## src/qafc_pkg.sv

```systemverilog
// package: constants and carriers for the quad converter serial frame control
package qafc_pkg;
    localparam int unsigned FRAME_CYCLES     = 16;
    localparam int unsigned TRACK_CYCLES     = 3;
    localparam int unsigned HOLD_CYCLES      = 13;
    localparam int unsigned RESULT_BITS      = 10;
    localparam int unsigned CTRL_BITS        = 8;
    localparam logic [3:0]  FIRST_DATA_EDGE  = 4'h4;
    localparam logic [3:0]  LAST_DATA_EDGE   = 4'hd;
    localparam logic [3:0]  LAST_TRACK_EDGE  = 4'h2;
    localparam logic [3:0]  LAST_CTRL_EDGE   = 4'h7;
    localparam logic [3:0]  LAST_EDGE        = 4'hf;
    localparam int unsigned CH_FIELD_LO      = 3;
    localparam int unsigned CH_FIELD_HI      = 5;
    localparam logic [1:0]  CH_RESET         = 2'h0;

    typedef enum logic [1:0] {
        QAFC_IDLE  = 2'b00,
        QAFC_TRACK = 2'b01,
        QAFC_HOLD  = 2'b10,
        QAFC_GAP   = 2'b11
    } qafc_phase_e;

    typedef struct packed {
        logic [1:0] channel;
        logic [9:0] code;
    } qafc_result_s;
endpackage : qafc_pkg

```

## src/qafc_buf.sv

```systemverilog
// module: two-entry valid/ready buffer for conversion results
module qafc_buf (
    input  wire logic                   clk_i,
    input  wire logic                   rst_n_i,
    input  wire logic                   in_valid_i,
    output logic                        in_ready_o,
    input  wire qafc_pkg::qafc_result_s in_data_i,
    output logic                        out_valid_o,
    input  wire logic                   out_ready_i,
    output qafc_pkg::qafc_result_s      out_data_o
);
    import qafc_pkg::*;
    qafc_result_s mem_q [2];
    qafc_result_s mem_d [2];
    logic         wr_q, wr_d, rd_q, rd_d;
    logic [1:0]   cnt_q, cnt_d;
    logic         push, pop;

    assign in_ready_o  = (cnt_q != 2'h2);
    assign out_valid_o = (cnt_q != 2'h0);
    assign out_data_o  = mem_q[rd_q];
    assign push        = in_valid_i && in_ready_o;
    assign pop         = out_valid_o && out_ready_i;

    always_comb begin
        mem_d = mem_q;
        wr_d  = wr_q;
        rd_d  = rd_q;
        cnt_d = cnt_q;
        if (push) begin
            mem_d[wr_q] = in_data_i;
            wr_d        = ~wr_q;
        end
        if (pop) begin
            rd_d = ~rd_q;
        end
        if (push && !pop) begin
            cnt_d = cnt_q + 2'h1;
        end else if (pop && !push) begin
            cnt_d = cnt_q - 2'h1;
        end
    end

    always_ff @(posedge clk_i or negedge rst_n_i) begin
        if (!rst_n_i) begin
            mem_q[0] <= '0;
            mem_q[1] <= '0;
            wr_q     <= 1'b0;
            rd_q     <= 1'b0;
            cnt_q    <= 2'h0;
        end else begin
            mem_q <= mem_d;
            wr_q  <= wr_d;
            rd_q  <= rd_d;
            cnt_q <= cnt_d;
        end
    end
endmodule : qafc_buf

```

## src/qafc_top.sv

```systemverilog
// module: serial frame sequencing of a four-channel 10-bit successive-approximation converter
// How it works
// - frame spans strobe low interval
// - track for first three cycles
// - hold, convert, shift for thirteen cycles
// - result MSB first from fifth cycle
// - retrack after each sixteenth rising edge
// - hold again at fourth falling edge
// - output enabled only while strobe low
// - power down when strobe high, between conversions
// - clock gated off while strobe high
// - strobe fall with clock low starts track
// - clock high: track at first fall
// - control sampled on first eight rising edges
// - captured channel applies to next conversion
// - channel field is control bits five to three
// - low two field bits pick input
// - channel resets to input zero
// - simultaneous fall: counts as first falling edge, track at once
module qafc_top (
    input  wire logic              MCLK_I,
    input  wire logic              RST_N_I,
    input  wire logic              CS_N_I,
    input  wire logic              SCLK_I,
    input  wire logic              SDI_I,
    output logic                   SDO_O,
    output logic                   SDO_OE_O,
    output logic                   TRACK_O,
    output logic                   POWER_DOWN_O,
    output logic [1:0]             MUX_SEL_O,
    output logic                   SAMPLE_REQ_O,
    input  wire logic [9:0]        SAMPLE_CODE_I,
    output logic                   RESULT_VALID_O,
    input  wire logic              RESULT_READY_I,
    output qafc_pkg::qafc_result_s RESULT_O
);
    import qafc_pkg::*;
    // ****************************************
    // pin synchronisers
    // ****************************************
    logic [1:0] cs_s_q, sclk_s_q, sdi_s_q;
    logic       cs_n, sclk_r_q, cs_r_q;
    always_ff @(posedge MCLK_I or negedge RST_N_I) begin
        if (!RST_N_I) begin
            cs_s_q   <= 2'h3;
            sclk_s_q <= 2'h0;
            sdi_s_q  <= 2'h0;
            sclk_r_q <= 1'b0;
            cs_r_q   <= 1'b1;
        end else begin
            cs_s_q   <= {cs_s_q[0], CS_N_I};
            sclk_s_q <= {sclk_s_q[0], SCLK_I};
            sdi_s_q  <= {sdi_s_q[0], SDI_I};
            sclk_r_q <= sclk_s_q[1];
            cs_r_q   <= cs_s_q[1];
        end
    end
    assign cs_n = cs_s_q[1];

    // ****************************************
    // internal serial clock edges
    // ****************************************
    logic sclk_int, sclk_int_prev, rise, fall;
    // gated copy: forced high while strobe high, so a strobe fall with clock low is a falling edge
    assign sclk_int      = cs_n | sclk_s_q[1];
    assign sclk_int_prev = cs_r_q | sclk_r_q;
    assign rise          = !cs_n && sclk_int && !sclk_int_prev;
    assign fall          = !cs_n && !sclk_int && sclk_int_prev;

    // ****************************************
    // conversion sequencer
    // ****************************************
    function automatic logic [1:0] chan_of(input logic [7:0] w);
        return w[CH_FIELD_HI-1:CH_FIELD_LO];
    endfunction : chan_of

    qafc_phase_e  ph_q, ph_d;
    logic [3:0]   fcnt_q, fcnt_d;       // falling edges seen in this conversion
    logic [3:0]   rcnt_q, rcnt_d;       // rising edges seen in this conversion
    logic [7:0]   ctrl_q, ctrl_d;
    logic [1:0]   ch_q, ch_d, cur_ch_q, cur_ch_d;
    logic [9:0]   sh_q, sh_d;
    logic         sdo_q, sdo_d;
    logic         sreq_q, sreq_d;
    logic         push_q, push_d;
    logic         pend_q, pend_d;
    qafc_result_s res_q, res_d;
    logic         buf_ready;

    always_comb begin
        ph_d     = ph_q;
        fcnt_d   = fcnt_q;
        rcnt_d   = rcnt_q;
        ctrl_d   = ctrl_q;
        ch_d     = ch_q;
        cur_ch_d = cur_ch_q;
        sh_d     = sh_q;
        sdo_d    = sdo_q;
        sreq_d   = 1'b0;
        push_d   = 1'b0;
        pend_d   = pend_q;
        res_d    = res_q;
        if (pend_q && buf_ready) begin
            push_d = 1'b1;
            pend_d = 1'b0;
        end
        if (cs_n) begin
            ph_d   = QAFC_IDLE;
            fcnt_d = 4'h0;
            rcnt_d = 4'h0;
            sdo_d  = 1'b0;
        end else begin
            if (fall) begin
                case (ph_q)
                    QAFC_IDLE, QAFC_GAP: begin
                        // first falling edge of a conversion opens track
                        ph_d     = QAFC_TRACK;
                        fcnt_d   = 4'h1;
                        cur_ch_d = ch_q;
                        sdo_d    = 1'b0;
                    end
                    QAFC_TRACK: begin
                        fcnt_d = fcnt_q + 4'h1;
                        if (fcnt_q == LAST_TRACK_EDGE + 4'h1) begin
                            ph_d   = QAFC_HOLD;
                            sreq_d = 1'b1;
                        end
                    end
                    QAFC_HOLD: begin
                        fcnt_d = fcnt_q + 4'h1;
                        if (fcnt_q >= FIRST_DATA_EDGE && fcnt_q <= LAST_DATA_EDGE) begin
                            sdo_d = sh_q[RESULT_BITS-1];
                            sh_d  = {sh_q[RESULT_BITS-2:0], 1'b0};
                        end else begin
                            sdo_d = 1'b0;
                        end
                    end
                    default: begin
                        ph_d = QAFC_IDLE;
                    end
                endcase
            end
            if (ph_q == QAFC_HOLD && fcnt_q == FIRST_DATA_EDGE && !fall && sreq_q) begin
                sh_d = SAMPLE_CODE_I;
            end
            if (rise && ph_q != QAFC_IDLE && ph_q != QAFC_GAP) begin
                // rises before the first internal fall are not counted
                rcnt_d = rcnt_q + 4'h1;
                if (rcnt_q <= LAST_CTRL_EDGE) begin
                    ctrl_d = {ctrl_q[CTRL_BITS-2:0], sdi_s_q[1]};
                end
                if (rcnt_q == LAST_CTRL_EDGE) begin
                    ch_d = chan_of({ctrl_q[CTRL_BITS-2:0], sdi_s_q[1]});
                end
                if (rcnt_q == LAST_EDGE) begin
                    ph_d   = QAFC_GAP;
                    rcnt_d = 4'h0;
                    fcnt_d = 4'h0;
                    res_d  = '{channel: cur_ch_q, code: SAMPLE_CODE_I};
                    pend_d = 1'b1;
                end
            end
        end
    end

    always_ff @(posedge MCLK_I or negedge RST_N_I) begin
        if (!RST_N_I) begin
            ph_q     <= QAFC_IDLE;
            fcnt_q   <= 4'h0;
            rcnt_q   <= 4'h0;
            ctrl_q   <= 8'h00;
            ch_q     <= CH_RESET;
            cur_ch_q <= CH_RESET;
            sh_q     <= 10'h000;
            sdo_q    <= 1'b0;
            sreq_q   <= 1'b0;
            push_q   <= 1'b0;
            pend_q   <= 1'b0;
            res_q    <= '0;
        end else begin
            ph_q     <= ph_d;
            fcnt_q   <= fcnt_d;
            rcnt_q   <= rcnt_d;
            ctrl_q   <= ctrl_d;
            ch_q     <= ch_d;
            cur_ch_q <= cur_ch_d;
            sh_q     <= sh_d;
            sdo_q    <= sdo_d;
            sreq_q   <= sreq_d;
            push_q   <= push_d;
            pend_q   <= pend_d;
            res_q    <= res_d;
        end
    end

    // ****************************************
    // outputs
    // ****************************************
    assign SDO_O        = sdo_q;
    assign SDO_OE_O     = !cs_n;
    assign TRACK_O      = (ph_q == QAFC_TRACK);
    assign POWER_DOWN_O = (ph_q == QAFC_IDLE) || (ph_q == QAFC_GAP);
    assign MUX_SEL_O    = (ph_q == QAFC_TRACK) ? cur_ch_q : ch_q;
    assign SAMPLE_REQ_O = sreq_q;

    // a stalled reader holds up to two results plus one pending; further results overwrite the pending one
    qafc_buf u_buf (
        .clk_i       (MCLK_I),
        .rst_n_i     (RST_N_I),
        .in_valid_i  (push_q),
        .in_ready_o  (buf_ready),
        .in_data_i   (res_q),
        .out_valid_o (RESULT_VALID_O),
        .out_ready_i (RESULT_READY_I),
        .out_data_o  (RESULT_O)
    );
endmodule : qafc_top

```

## config.mk

```make
export PLATFORM = sky130hd
export DESIGN_NAME = qafc_top
export DESIGN_NICKNAME = d
export VERILOG_FILES = /design/src/qafc_pkg.sv /design/src/qafc_buf.sv /design/src/qafc_top.sv
export SDC_FILE = /design/constraint.sdc
export NUM_CORES = 1
export LEC_CHECK = 0
export CAP_MARGIN = 20
export CORE_ASPECT_RATIO = 0.5
export CORE_MARGIN = 2
export CORE_UTILIZATION = 45
export DETAILED_ROUTE_END_ITERATION = 8
export DONT_BUFFER_PORTS = 1
export GPL_ROUTABILITY_DRIVEN = 0
export MAX_ROUTING_LAYER = met4
export PLACE_DENSITY = 0.62
export SYNTH_ARGS = -nofsm -noshare
export SYNTH_HDL_FRONTEND = slang
export SYNTH_SLANG_ARGS = --single-unit
```

## constraint.sdc

```tcl
create_clock -name MCLK_I -period 2.3 [get_ports MCLK_I]
set_input_delay 0.23 -clock MCLK_I [delete_from_list [all_inputs] [get_ports MCLK_I]]
set_output_delay 0.23 -clock MCLK_I [all_outputs]
set_load 0.01 [all_outputs]
```

* After elaboration in Yosys (flattened, before gate mapping)
Cells that the tools add are included.
** Cells by class
- Multiplexer cells :: 40
- Add/sub/neg operators :: 4
- Div/mod/pow operators :: 0
- Bitwise operators :: 7
- $mul :: 0
- Reduce and logical (&&, ||, !) cells :: 41
- Shifts and indexed selects :: 0
- Order comparisons :: 6
- Equality and inequality tests :: 9
** Operators by type and width (number)
- $mux 12 :: 4
- $mux 10 :: 4
- $mux 4 :: 7
- $bwmux 24 :: 1
- $logic_and 1x1->1 :: 16
- $mux 2 :: 8
- $reduce_bool 2->1 :: 8
- $demux 12 s1 :: 1
- $mux 1 :: 12
- $reduce_and 3->1 :: 4
- $add 4x1->4 const B :: 2
- $eq 4x3->1 const B :: 2
- $pmux 4 s2 :: 1
- $logic_not 1->1 :: 6
- $eq 2x2->1 const B :: 2
- $eq 4x2->1 const B :: 1
- $eq 4x4->1 const B :: 1
- $ge 2x2->1 const B :: 2
- $ge 4x3->1 const B :: 1
- $le 4x3->1 const B :: 1
- $le 4x4->1 const B :: 1
- $ne 2x2->1 const B :: 2
- $not 1->2 :: 2
- $pmux 2 s2 :: 1
- other kinds (13) :: 17
** Word-level totals
- Bits in read-only memories :: 0
- Latch bits :: 0
- Memories kept :: 0
- Bits of input ports :: 16
- Output and inout bits :: 20
- Logic and storage cells :: 132
- RAM bits :: 0
- Register bits :: 80

* Depth between registers and ports, before layout
- Depth in word-level cells :: 9
- Depth in mapped cells :: 7

* Cells and area by module
Synthesis repeated with hierarchy kept, for this count alone.
** Second synthesis, totals
- Cell total of the unflattened synthesis :: 256
- Area total of the unflattened synthesis :: 3654.8 um^2
** By module, submodules not included
- qafc_top :: area an instance 2322.2 um^2, cells an instance 176, times used 1
- qafc_buf :: area an instance 1332.5 um^2, cells an instance 80, times used 1

* Least setup slack after synthesis
No wires, ideal clock.
- Path type :: register to register
- Start point :: reg cs_s_q[1]
- End point :: reg res_q[10] (netlist name)
- Cell stages (with the launch flop) :: 7
- Path slack :: 0.510 ns
- Setup time :: 0.125 ns
- Period minus slack after synthesis :: 1.790 ns
- Required time :: 2.175 ns
- Arrival :: 1.665 ns
- Buffers on the path :: 2
- Cell sequence :: dfstp_2 buf_6 inv_2 and4_1 nand4_1 buf_2 mux2_2
** On the way
- Word-level cells in the longest chain between the ends :: 6
- Elaborated cells between the ends (all ways) :: 8
- Classes of those cells :: 2 x bitwise; 6 x reduce/logical
** Ends and longest elaborated chain
- start, declared :: line qafc_top.sv:41 : logic [1:0] cs_s_q, sclk_s_q, sdi_s_q;
- start signal, assigned :: line qafc_top.sv:51 : cs_s_q <= {cs_s_q[0], CS_N_I};
- $logic_not 1->1
- net SDO_OE_O :: line qafc_top.sv:27 : output logic SDO_OE_O,
- $logic_and 1x1->1 (2 in a row) :: line qafc_top.sv:67 : assign rise = !cs_n && sclk_int && !sclk_int_prev;
- $logic_and 1x1->1 (2 in a row) :: line qafc_top.sv:146 : if (rise && ph_q != QAFC_IDLE && ph_q != QAFC_GAP) begin
- $reduce_and 3->1 (no source line)
- end signal, assigned :: line qafc_top.sv:192 : res_q <= res_d;
- end, declared :: line qafc_top.sv:87 : qafc_result_s res_q, res_d;
The timed path passes the listed nets, and every way through them passes these cells.
A chain may end at the register's enable or synchronous reset.

* Worst setup path in the final report
- Start point :: reg cs_r_q
- End point :: reg fcnt_q[3]
** On the way
- Word-level cells in the longest chain between the ends :: 7
- Elaborated cells between the ends (all ways) :: 10
- Classes of those cells :: 4 x mux; 1 x bitwise; 5 x reduce/logical
** Ends and longest elaborated chain
- start, declared :: line qafc_top.sv:42 : logic cs_n, sclk_r_q, cs_r_q;
- start signal, assigned :: line qafc_top.sv:55 : cs_r_q <= cs_s_q[1];
- $or 1x1->1 (*) :: line qafc_top.sv:66 : assign sclk_int_prev = cs_r_q | sclk_r_q;
- $logic_not 1->1 :: line qafc_top.sv:67
- $logic_and 1x1->1 :: line qafc_top.sv:67
- $logic_and 1x1->1 (2 in a row) :: line qafc_top.sv:146
- $mux 4 (*) :: line qafc_top.sv:146
- $mux 4 (*) :: line qafc_top.sv:107 : if (cs_n) begin
- net fcnt_d[3] :: line qafc_top.sv:78 : logic [3:0] fcnt_q, fcnt_d;
- end signal, assigned :: line qafc_top.sv:182 : fcnt_q <= fcnt_d;
- end, declared :: line qafc_top.sv:78
The timed path passes the listed nets; every way through them passes the cells marked *.

==> flow_summary.toml <==
[cts]
cts_buffers = 9
path_clk_slew_ns = 0.06
cts.path.max_buffers = 2
postCtsSetupBuffers = 0
cts_root_buffer = "clkbuf_16"
clkLatencyLatePin_ns = 0.34
cts_tree = "done"
h-tree-depth = 3
numClockSinks = 80

[die]
die_w_um = 129
coreArea_um2 = 7430
start_util_pct = 47.2
die_area_um2 = 8560
die_h_um = 66.4
num_io_pins = 36
rows = 22

[sta]
fmax_ghz = 0.488
worst_slew_pin_slew_ns = 0.717
min_period_ns = 2.05
rsz0062_at_grt = "false"
fin_skew_ns = 0.00666
finalCritPeriodShare_pct = 89.1
finalMaxSlewViolations = 0
fin_setup_tns_ns = 0
setup_violations = 0
relSlewSlack_pct = 52.2
hold_violations = 0

[detailed_routing]
viasPerCell = 5.60
postRouteWirelength_um = 6370
drc_errors = 0
drt-wirelength-per-cell_um = 17.3
drtAntennaViolNets = 0
vias = 2060
drtIter0Drc = 164
drt-pass1-iter-count = 4

[power]
leakage_nw = 1.88
combPwrFrac_pct = 3.5
p_sw_uw = 616
swShare_pct = 20.9
max-vdd-ir-drop_v = 0.000365
p_seq_share_pct = 49.4
power.share.clock_pct = 47.0
power-per-cell-area_nw_per_um2 = 745
internal_power_mw = 2.33

[finish]
final_nets = 296
drive_above_1_share_pct = 37.1
diodes = 0
layout_common_cells = "dfrtp_1, mux2_2, inv_1, ha_1, nand2_1"
final_common_cell = "dfrtp_1"
fin_util_pct = 53.3
finalInstanceArea_um2 = 3960
nFillCells = 620
layout.cells.non_filler = 368
area_growth_pct = 12.9

[placement]
dp_hpwl_um = 4240
port_buffers = 0
placed_area_um2 = 3610
post-place-cells = 349

[setup_path]
path_max_fanout = 18
critical_path_class = "register to register"
worstPathArrival_ns = 2.28
endpoint_kind = "register"
setup.worst_path.start_class = "register"
crit_required_ns = 2.53

[logic_synthesis]
syn_avg_cell_area_um2 = 13.6
synth.largest_area_cell = "dfrtp_1"
ys_types = 48
synth_edf_count = 0
synth_top_cell_area_share_pct = 54.9
synthFlopType = "dfrtp_1"
synth_area_um2 = 3510
ys_top_cells_by_area = "dfrtp_1, mux2_2, ha_1"
synth_nets = 285
async_flop_share_pct = 100
ys_ff_latch = 80
ys_seq_area_share_pct = 57.1
yosysWarnings = 0
synth_cells = 258

[grt]
gr-total-overflow = 0
grt_use_total_pct = 17.7
grt_max_degree = 81
grt_antenna_before_repair = 0
grt_pass1_wl_um = 10900
grt_pass1_vias = 2123

[flow_run]
drv_cap = 0

[min_path]
min_path_type = "primary input to register"

[run_status]
status = "completed"
registers in the layout (all words and copies together) (netlist names), 4 cells and up:
name	cells
ctrl_q	4
res_q	12
fcnt_q	4
u_buf.mem_q	24
rcnt_q	4
sh_q	10
kinds of logic (layout without fill, tap and decap cells):
family | count (synthesis) | count (layout) | share of synthesized area, %
AO/OA/AOI/OAI | 32 | 32 | 7.67
XOR/XNOR | 5 | 5 | 1.25
adder cells (fa/ha/maj) | 11 | 11 | 3.92
buffers and inverters | 23 | 37 | 3.21
flip-flops | 80 | 80 | 57.1
multiplexers | 59 | 59 | 18.9
AND/OR/NAND/NOR | 48 | 48 | 7.92
timing repair:
| item | 4_1_cts | 5_1_grt |
|---|---|---|
| gates resized for setup | 0 | 0 |
| hold buffers | 5 | 0 |
| endpoints found under the hold margin | 83 | 0 |
final timing paths:
path                             startpoint  depth (start not counted)  slack (ns)   endpoint
setup / recovery                     cs_r_q                          4        0.25  fcnt_q[3]
hold / removal             SAMPLE_CODE_I[4]                          1        0.04   res_q[4]
setup reg to reg                     cs_r_q                          4        0.25  fcnt_q[3]
hold reg to reg                   cs_s_q[0]                          0        0.36  cs_s_q[1]
max in group asynchronous           RST_N_I                          2        1.53      SDO_O
min in group asynchronous           RST_N_I                          2        0.44  ctrl_q[0]
synth_stat cells, types with 3 or more instances:
cell type	instances
xnor2_1	3
nand4_1	3
nand2_1	10
o221a_2	9
o21ai_0	6
or3_1	4
or3_2	6
dfstp_2	3
inv_1	11
buf_2	3
nor2_1	7
mux2_2	58
nand3_1	4
ha_1	11
dfrtp_1	77
per-layer routing:
| metal | vias up | routed length, um | track usage, % |
|---|---|---|---|
| li1 | 963 | - | - |
| met1 | 1051 | 3020 | 22.0 |
| met2 | 36 | 2960 | 26.5 |
| met3 | 10 | 262 | 5.42 |
| met4 | 0 | 130 | 8.70 |
| met5 | - | 0 | - |
metrics by stage:
| step | setup WS (ns) | hold slack [ns] | total power, mW |
|---|---|---|---|
| after floorplan | 0.510 | -0.0656 | 1.54 |
| after global placement | 0.339 | -0.0640 | 1.55 |
| after detailed placement | 0.267 | -0.0642 | 1.55 |
| after CTS | 0.257 | 0.0323 | 2.98 |
| after global routing | 0.0570 | 0.0281 | 3.07 |
| final | 0.250 | 0.0412 | 2.95 |
area by class of cell:
type	instances	area, um^2	area share [%]
sequential	80	2010	50.6
multi-input combinational	155	1390	35.1
clock buffer	11	243	6.13
tap	96	120	3.03
timing repair buffer	11	113	2.84
inverter	12	45.0	1.14
clock inverter	3	43.8	1.11
power by group through the flow:
stage	clock network (mW)	logic, mW	registers, mW
2_1_floorplan	0	0.0592	1.48
3_3_place_gp	0	0.0649	1.48
3_5_place_dp	0	0.0682	1.48
4_1_cts	1.42	0.108	1.46
5_1_grt	1.49	0.121	1.46
6_report	1.39	0.105	1.46
worst max-delay path, cell delays in order, from the launching register on:
cell and delay [ns]:
dfstp_2 0.52, nor2_1 0.06, or3_1 0.54, or4_1 0.54, a311oi_1 0.29
No activity file was read; power rests on OpenSTA's default activity.
